===== config.mk =====
export PLATFORM = sky130hd
export DESIGN_NAME = ais_input_select
export DESIGN_NICKNAME = d
export VERILOG_FILES = /design/src/ais_pkg.sv /design/src/ais_input_select.sv
export SDC_FILE = /design/constraint.sdc
export NUM_CORES = 1
export LEC_CHECK = 0
export BUFFER_PORTS_ARGS = -buffer_cell sky130_fd_sc_hd__buf_2
export CORE_UTILIZATION = 52
export CTS_CLUSTER_SIZE = 10
export DETAILED_ROUTE_END_ITERATION = 6
export PLACE_DENSITY = 0.88
export RECOVER_POWER = 100
export SETUP_SLACK_MARGIN = 0.05
export SLEW_MARGIN = 25
export SYNTH_ARGS = -nofsm -noshare
export SYNTH_HDL_FRONTEND = slang
export SYNTH_SLANG_ARGS = --single-unit
export TNS_END_PERCENT = 30

===== constraint.sdc =====
create_clock -name core_clk -period 2 [get_ports core_clk]
set_input_delay 0 -clock core_clk [delete_from_list [all_inputs] [get_ports core_clk]]
set_output_delay 0 -clock core_clk [all_outputs]
set_load 0.02 [all_outputs]

===== src/ais_pkg.sv =====
// Package for the converter input-select register bank
package ais_pkg;
    localparam int          AIS_AW          = 12;
    // Register groups, address bits [7:4]; alias kind in bits [3:2]
    localparam logic [3:0]  AIS_GRP_TIMING  = 4'h0;
    localparam logic [3:0]  AIS_GRP_CTRL    = 4'h1;
    localparam logic [3:0]  AIS_GRP_CHS     = 4'h2;
    localparam logic [3:0]  AIS_GRP_PIN_MODE_BITS    = 4'h3;
    localparam logic [3:0]  AIS_GRP_SCAN_INCLUDE_BITS    = 4'h4;
    localparam logic [3:0]  AIS_GRP_STATUS  = 4'h5;
    localparam logic [1:0]  AIS_KIND_BASE   = 2'h0;
    localparam logic [1:0]  AIS_KIND_CLR    = 2'h1;
    localparam logic [1:0]  AIS_KIND_SET    = 2'h2;
    localparam logic [1:0]  AIS_KIND_INV    = 2'h3;
    // Byte offsets of the bases; aliases sit at +4, +8, +c
    localparam logic [11:0] AIS_OFF_TIMING  = 12'h000;
    localparam logic [11:0] AIS_OFF_CTRL    = 12'h010;
    localparam logic [11:0] AIS_OFF_CHS     = 12'h020;
    localparam logic [11:0] AIS_OFF_PIN_MODE_BITS    = 12'h030;
    localparam logic [11:0] AIS_OFF_SCAN_INCLUDE_BITS    = 12'h040;
    localparam logic [11:0] AIS_OFF_STATUS  = 12'h050;
    // Implemented bits; all others are reserved and stay zero
    localparam logic [31:0] AIS_TIMING_MASK = 32'h00009fff;
    localparam logic [31:0] AIS_CTRL_MASK   = 32'h00000401;
    localparam logic [31:0] AIS_CHS_MASK    = 32'h8f8f0000;
    localparam logic [31:0] AIS_PIN_MASK    = 32'h0000ffff;
    localparam logic [31:0] AIS_RST_VALUE   = 32'h00000000;
    // Field positions
    localparam int          AIS_CTRL_SCAN   = 10;
    localparam int          AIS_CTRL_ALTERNATE_SAMPLING_ENABLE   = 0;
    localparam int          AIS_CHS_NEG_B   = 31;
    localparam int          AIS_CHS_POS_B   = 24;
    localparam int          AIS_CHS_NEG_A   = 23;
    localparam int          AIS_CHS_POS_A   = 16;
    localparam int          AIS_CH_N        = 16;

    typedef enum logic {AIS_SEQ_IDLE, AIS_SEQ_RUN} ais_seq_e;

    typedef struct packed {
        logic [15:0] timing;
        logic        scan_en;
        logic        alternate_sampling_enable_en;
        logic [31:0] chs;
        logic [15:0] pin_mode_bits;
        logic [15:0] scan_include_bits;
        ais_seq_e    seq;
        logic        use_b;
        logic [3:0]  scan_ch;
        logic [3:0]  pos_ch;
        logic        neg_an1;
        logic        pos_gnd;
        logic [15:0] port_rd;
        logic [31:0] prdata;
        logic        pready;
        logic        pslverr;
    } ais_state_s;
endpackage


===== src/ais_input_select.sv =====
// Converter input-select register bank with mux sequencing, APB slave
// Functional notes
// - Clear alias write zeroes target bits where written word has ones.
// - Set alias write sets target bits where written word has ones.
// - Invert alias write toggles target bits where written word has ones.
// - Zeros written through any alias leave target bits unchanged.
// - Aliases never change reserved or read-only bits.
// - Alias reads return an undefined value; here zero.
// - Second-setting negative bit picks input one, else negative reference.
// - Second-setting positive field picks analog input n.
// - First-setting negative bit picks input one, else negative reference.
// - First-setting positive field picks analog input n.
// - Pin mode one: digital read enabled, mux input tied to analog ground.
// - Pin mode zero: analog, digital read returns one, converter samples pin.
// - Scan mask one includes an input in the scan, zero skips it.
// - Scan enable makes first-setting positive input come from scan mask.
// - Alternate sampling: first sample uses first setting, then alternate.
`timescale 1ns/100ps
module ais_input_select
    import ais_pkg::*;
(
    input  wire logic              core_clk,
    input  wire logic              reset,
    input  wire logic              psel,
    input  wire logic              penable,
    input  wire logic              pwrite,
    input  wire logic [AIS_AW-1:0] paddr,
    input  wire logic [31:0]       pwdata,
    output logic      [31:0]       prdata,
    output logic                   pready,
    output logic                   pslverr,
    input  wire logic              seq_start,
    input  wire logic              sample_done,
    input  wire logic [15:0]       pin_level,
    output logic      [3:0]        pos_channel,
    output logic                   neg_is_input_one,
    output logic                   pos_to_analog_ground,
    output logic      [15:0]       port_read_data,
    output logic      [15:0]       digital_read_enable,
    output logic      [15:0]       conv_timing
);

    ais_state_s st_r;
    ais_state_s st_nxt;

    logic [3:0]  grp;
    logic [1:0]  kind;
    logic        addr_ok;
    logic        wr_take;
    logic [31:0] rd_word;
    logic [3:0]  pos_a;
    logic [3:0]  cur_pos;
    logic        cur_neg;

    assign grp     = paddr[7:4];
    assign kind    = paddr[3:2];
    assign addr_ok = (paddr[AIS_AW-1:8] == '0) && (paddr[1:0] == 2'h0)
                     && ((grp < AIS_GRP_STATUS)
                         || (grp == AIS_GRP_STATUS && kind == AIS_KIND_BASE));
    // Zero-wait slave: pready is raised during setup, so access ends at once
    assign wr_take = psel && penable && st_r.pready && pwrite && addr_ok;

    // Reserved bits are masked off on every path, aliases included
    function automatic logic [31:0] alias_apply(
        input logic [31:0] old,
        input logic [31:0] wd,
        input logic [1:0]  k,
        input logic [31:0] msk
    );
        logic [31:0] sel;
        sel = wd & msk;
        case (k)
            AIS_KIND_BASE: alias_apply = sel;
            AIS_KIND_CLR:  alias_apply = old & ~sel;
            AIS_KIND_SET:  alias_apply = old | sel;
            AIS_KIND_INV:  alias_apply = old ^ sel;
            default:       alias_apply = old;
        endcase
    endfunction

    // Lowest selected channel strictly above cur, wrapping to the lowest
    function automatic logic [3:0] next_scan(
        input logic [15:0] msk,
        input logic [3:0]  cur,
        input logic        from_start
    );
        logic [3:0] res;
        logic       hit;
        res = cur;
        hit = 1'b0;
        for (int i = AIS_CH_N - 1; i >= 0; i--)
        begin
            if (msk[i] && (from_start || i > int'(cur)))
            begin
                res = i[3:0];
                hit = 1'b1;
            end
        end
        if (!hit)
        begin
            for (int i = AIS_CH_N - 1; i >= 0; i--)
            begin
                if (msk[i])
                begin
                    res = i[3:0];
                end
            end
        end
        next_scan = res;
    endfunction

    always_comb
    begin
        rd_word = 32'h00000000;
        if (kind == AIS_KIND_BASE)
        begin
            case (grp)
                AIS_GRP_TIMING: rd_word = {16'h0000, st_r.timing};
                AIS_GRP_CTRL:   rd_word = ({31'h0, st_r.scan_en} << AIS_CTRL_SCAN)
                                          | ({31'h0, st_r.alternate_sampling_enable_en} << AIS_CTRL_ALTERNATE_SAMPLING_ENABLE);
                AIS_GRP_CHS:    rd_word = st_r.chs;
                AIS_GRP_PIN_MODE_BITS:   rd_word = {16'h0000, st_r.pin_mode_bits};
                AIS_GRP_SCAN_INCLUDE_BITS:   rd_word = {16'h0000, st_r.scan_include_bits};
                AIS_GRP_STATUS: rd_word = {24'h000000, st_r.seq == AIS_SEQ_RUN,
                                           st_r.use_b, st_r.pos_gnd, st_r.neg_an1,
                                           st_r.pos_ch};
                default:        rd_word = 32'h00000000;
            endcase
        end
    end

    // Current mux choice from the setting in use
    always_comb
    begin
        pos_a = st_r.scan_en ? st_r.scan_ch
                             : st_r.chs[AIS_CHS_POS_A +: 4];
        if (st_r.use_b)
        begin
            cur_pos = st_r.chs[AIS_CHS_POS_B +: 4];
            cur_neg = st_r.chs[AIS_CHS_NEG_B];
        end
        else
        begin
            cur_pos = pos_a;
            cur_neg = st_r.chs[AIS_CHS_NEG_A];
        end
    end

    always_comb
    begin
        logic [31:0] tmp;
        tmp    = 32'h00000000;
        st_nxt = st_r;

        // APB: answer prepared in the setup cycle
        st_nxt.pready  = psel && !penable;
        st_nxt.pslverr = psel && !penable && !addr_ok;
        if (psel && !penable)
        begin
            st_nxt.prdata = pwrite ? 32'h00000000 : rd_word;
        end
        if (wr_take)
        begin
            case (grp)
                AIS_GRP_TIMING:
                begin
                    tmp = alias_apply({16'h0000, st_r.timing}, pwdata, kind,
                                      AIS_TIMING_MASK);
                    st_nxt.timing = tmp[15:0];
                end
                AIS_GRP_CTRL:
                begin
                    tmp = alias_apply(({31'h0, st_r.scan_en} << AIS_CTRL_SCAN)
                                      | ({31'h0, st_r.alternate_sampling_enable_en} << AIS_CTRL_ALTERNATE_SAMPLING_ENABLE),
                                      pwdata, kind, AIS_CTRL_MASK);
                    st_nxt.scan_en = tmp[AIS_CTRL_SCAN];
                    st_nxt.alternate_sampling_enable_en = tmp[AIS_CTRL_ALTERNATE_SAMPLING_ENABLE];
                end
                AIS_GRP_CHS:
                begin
                    st_nxt.chs = alias_apply(st_r.chs, pwdata, kind, AIS_CHS_MASK);
                end
                AIS_GRP_PIN_MODE_BITS:
                begin
                    tmp = alias_apply({16'h0000, st_r.pin_mode_bits}, pwdata, kind,
                                      AIS_PIN_MASK);
                    st_nxt.pin_mode_bits = tmp[15:0];
                end
                AIS_GRP_SCAN_INCLUDE_BITS:
                begin
                    tmp = alias_apply({16'h0000, st_r.scan_include_bits}, pwdata, kind,
                                      AIS_PIN_MASK);
                    st_nxt.scan_include_bits = tmp[15:0];
                end
                default:
                begin
                    st_nxt.chs = st_r.chs;
                end
            endcase
        end

        // Sample sequencing; a new sequence wins over a finishing sample
        case (st_r.seq)
            AIS_SEQ_IDLE:
            begin
                st_nxt.use_b = 1'b0;
                if (seq_start)
                begin
                    st_nxt.seq     = AIS_SEQ_RUN;
                    st_nxt.scan_ch = next_scan(st_r.scan_include_bits, 4'h0, 1'b1);
                end
            end
            AIS_SEQ_RUN:
            begin
                if (seq_start)
                begin
                    st_nxt.use_b   = 1'b0;
                    st_nxt.scan_ch = next_scan(st_r.scan_include_bits, 4'h0, 1'b1);
                end
                else if (sample_done)
                begin
                    st_nxt.use_b = st_r.alternate_sampling_enable_en && !st_r.use_b;
                    if (st_r.scan_en && !st_r.use_b)
                    begin
                        // Empty mask leaves the channel where it is
                        st_nxt.scan_ch = next_scan(st_r.scan_include_bits, st_r.scan_ch, 1'b0);
                    end
                end
            end
            default:
            begin
                st_nxt.seq = AIS_SEQ_IDLE;
            end
        endcase

        // Outputs follow the state one cycle later, all from flops
        st_nxt.pos_ch  = cur_pos;
        st_nxt.neg_an1 = cur_neg;
        st_nxt.pos_gnd = st_r.pin_mode_bits[cur_pos];
        st_nxt.port_rd = (pin_level & st_r.pin_mode_bits) | ~st_r.pin_mode_bits;
    end

    always_ff @(posedge core_clk)
    begin
        if (reset)
        begin
            st_r <= '0;
        end
        else
        begin
            st_r <= st_nxt;
        end
    end

    assign prdata               = st_r.prdata;
    assign pready               = st_r.pready;
    assign pslverr              = st_r.pslverr;
    assign pos_channel          = st_r.pos_ch;
    assign neg_is_input_one     = st_r.neg_an1;
    assign pos_to_analog_ground = st_r.pos_gnd;
    assign port_read_data       = st_r.port_rd;
    assign digital_read_enable  = st_r.pin_mode_bits;
    assign conv_timing          = st_r.timing;
endmodule // ais_input_select


==> impl_results.md <==
* Status: finished, violations left
* Violated checks: DRC
* Pwr dens at 583.0 mW/mm^2
* Clk pin slew, worst setup/hold paths at 60 ps
* Metal-1 WL at 11500 um
* Core Region at ~0.017 sq mm
* Area leader, netlist: dfxtp_1
* Util after Layout at 61.53%
* Worst path top cell family by delay: buffers and inverters
* Slew margin rel. at 43.13%
* Share of cells above drive strength 1 at 21.80%
* Post-route antenna net violation count at 0
* Clock root cell: clkbuf_16
* Register area share after synthesis at 24.94%
* Area after DPL at 0.009901 sq mm
* Actual transition at the worst max-transition pin at between 800 and 900 ps
* Area grow syn2layout at 15.88%
* CP arrival at 2340 ps
* MaxCap Viol Count at 0
* Clock Skew at around 6.6 ps
* Post-Syn Area at about 0.0092 sq mm
* DP Worst Slack at -114.4 ps
* Critical path class: input port to register
* Reg2reg start: st_r[62]
* IO Pins at 155
* Switch Pwr at ~1.7 mW
* Critical Path Fanout Max at 7
* Static leakage at 4.385 nW
* Final Cycle Share at 99.75%
* Fin. Hold Viols at 0
* Num CTS Buffers at 17
* # diodes at 0
* Chip width at approximately 130 um
* Routed vias at 8699
* Pin count of the biggest net entering global routing at approximately 110
* Gate power share at 12.1%
* Final WS setup at 5.097 ps
* First-pass GRT wire length at 44510 um
* Final GP Congestion at 1.005
* H-tree depth at 4
* DRT Pass-1 Iters at 7
* Most used DFF post-synth: dfxtp_1
* Hold WC Path Type: input port to register
* Share of the synthesized area in the top cell type at 24.94%
* Die Ht at 134.7 um
* Int Pwr at 4.464 mW
* Remaining Overflow, GRT at 0
* Clk pwr share at 50.6%
* CTS tree: done
* Max Buffers Root-to-Sink at 2
* Total power at 6.183 mW
* Iteration-0 DRC Markers at about 1000
* Wire length per cell at 20.35 um
* FF-to-FF End: st_r[62]
* Initial antenna violation count at 0
* Met2 Routed Length at 13080 um
* Reg-to-reg setup timing slack at 30 ps
* Hold Path Cell Cnt at 4
* Mean Syn Cell Area at between 8 and 9 sq um
* Final setup violation count at 0
* Routed WL at between 20000 and 30000 um
* Synthesized flop and latch total at ~110
* CP Cell Sequence: dlygate4sd3_1 -> buf_2 -> nor4_2 -> clkbuf_1 -> clkbuf_1 -> a22oi_1 -> a21oi_1 -> a21oi_1 -> nor2_1
* Unrepaired setup endpoints after global routing: yes
* Cell area after layout at 0.01061 sq mm
* Crit path required time at 2340 ps
* Hold Startpoint: pwdata[31]
* Port buffer count at 140
* Gate Count Post-Synth at 1094
* Sequential power share at 37.3%
* Worst skew pair latency at 430 ps
* Top sig layer: met4
* Initial Util at 53.10%
* Slowest CP cell: dlygate4sd3_1
* Overall routing resource usage at 32.00%
* Distinct cells, synth at 70
* Tmin final at 1995 ps
* FFs w/ async S/R, synth at 0%
* DR WL met3 at 3220 um
* DP Wirelength at 20280 um
* Number of flops mapped to enable cells by yosys at 0
* Worst Path Buf+Inv at 4
* Clk sinks at between 100 and 150
* Num rows at 48
* Final net count at 1381
* Setup crit start kind: input port
* Net Sw Frac at 27.80%
* Number of max-slew violations in the final report at 0
* Die area at 0.01814 sq mm
* Main area contributors after synthesis: dfxtp_1 (25%), ha_1 (16%), a211oi_1 (8.1%), buf_4 (7.1%), mux2_2 (6.2%)
* Sink of the worst hold path: st_r[125]
* Max VDD drop at 0.5415 mV
* YS warnings at 0
* Vias per cell at 6.058
* Reg2Reg Depth at 5
* Crit. End Element: register
* Detailed-route DRC error count at 10
* Number of global-route vias before repair at 8326
* Slowest stage delay, CP at 540 ps
* Peak Freq at between 500 and 600 MHz
worst max path at each step:
stage / depth (start not counted) / slack, ps / start / to
floorplan: 7 / 90 / st_r[71] / st_r[56]
global placement: 6 / -120 / st_r[58] / st_r[56]
detailed placement: 6 / -110 / st_r[58] / st_r[56]
CTS: 6 / 20 / st_r[58] / st_r[56]
global route: 8 / -30 / st_r[57] / st_r[57]
finish: 9 / 5 / paddr[6] / prdata[1]
power by group through the flow:
stage | sequential (mW) | combinational [mW] | clock [mW]
final | 2.30 | 0.748 | 3.13
after global routing | 2.30 | 0.808 | 3.24
after CTS | 2.30 | 0.736 | 3.13
after detailed placement | 2.35 | 0.689 | 0
after global placement | 2.35 | 0.661 | 0
after floorplan | 2.35 | 0.511 | 0
cells in the mapped netlist, drive strengths merged (2+ instances only):
master	number
a2bb2oi	2
clkbuf	48
nand4	3
or3	3
o22ai	8
a21oi	96
mux2	50
a222oi	5
nand2	19
a211oi	107
or2	2
dfxtp	114
nand2b	8
o221ai	2
nor2	134
o32ai	2
buf	118
o31ai	3
a22oi	30
nor4b	3
ha	116
a21boi	4
a31oi	6
nor3	11
o2bb2ai	2
o21ai	12
nor2b	5
o21a	3
a2111oi	2
inv	116
mux2i	18
nand3	5
nor4	7
mux4	11
repair_timing:
action                                  CTS  global route
hold buffers                             21             0
pin swaps                                 2             1
buffers inserted                          0             1
hold endpoints to repair                 33             0
resized for setup                         8            12
endpoints found under the setup margin    3            15
cell type report:
class                   count  area (sq um)
fillers                  1381          6630
multi-input cells         705          5495
well taps                 225         281.5
clock inverters            15         170.2
repair buffers            244          1505
inverters                 116         435.4
clock buffers              17         425.4
flip-flops and latches    114          2293
layout by cell type (no fill, tap or decap), types with 11 or more instances in the layout:
cell	count
dfxtp_1	109
mux2i_1	16
clkbuf_1	86
buf_4	63
a21oi_1	95
o21ai_0	11
clkbuf_16	17
a22oi_1	30
a211oi_1	103
inv_1	114
buf_2	61
mux2_2	50
ha_1	116
nor2_1	131
mux4_2	11
nand2_1	18
nor3_1	11
dlygate4sd3_1	21
metrics by stage:
step | cells | TNS [ps] | hold slack [ps]
finish | 1436 | 0 | 59.48
global placement | 1382 | -184.7 | 239.9
floorplan | 1101 | 0 | 115.8
detailed placement | 1382 | -191.3 | 246.8
global route | 1436 | -69.70 | 68.19
CTS | 1435 | 0 | 48.29
sequential cells by signal (all words and copies together) (netlist names):
| register | count |
|---|---|
| digital_read_enable | 16 |
| pslverr | 1 |
| conv_timing | 14 |
| st_r | 34 |
| pready | 1 |
| pos_to_analog_ground | 1 |
| port_read_data | 16 |
| pos_channel | 4 |
| prdata | 26 |
| neg_is_input_one | 1 |
cells by family after synthesis:
logic type | Yosys count | synth area share, %
flops | 114 | 24.94
fa+ha+maj | 116 | 15.86
simple gates | 207 | 10.34
other cells | 1 | 0.04097
compound gates | 295 | 22.27
mux | 79 | 10.96
buf+inv | 282 | 15.60
routing by layer:
metal  vias to the layer above  global-route usage (%)
met1                      4056                   38.55
met5                         -                       0
met4                         0                   16.48
li1                       3970                       -
met2                       537                   51.49
met3                       136                   9.572
worst min-delay path, stage by stage:
cell and delay, ps:
buf_2 100, mux4_2 220, mux2i_1 60, nor2_1 80
Note: power is estimated with default switching activity, not from simulation.
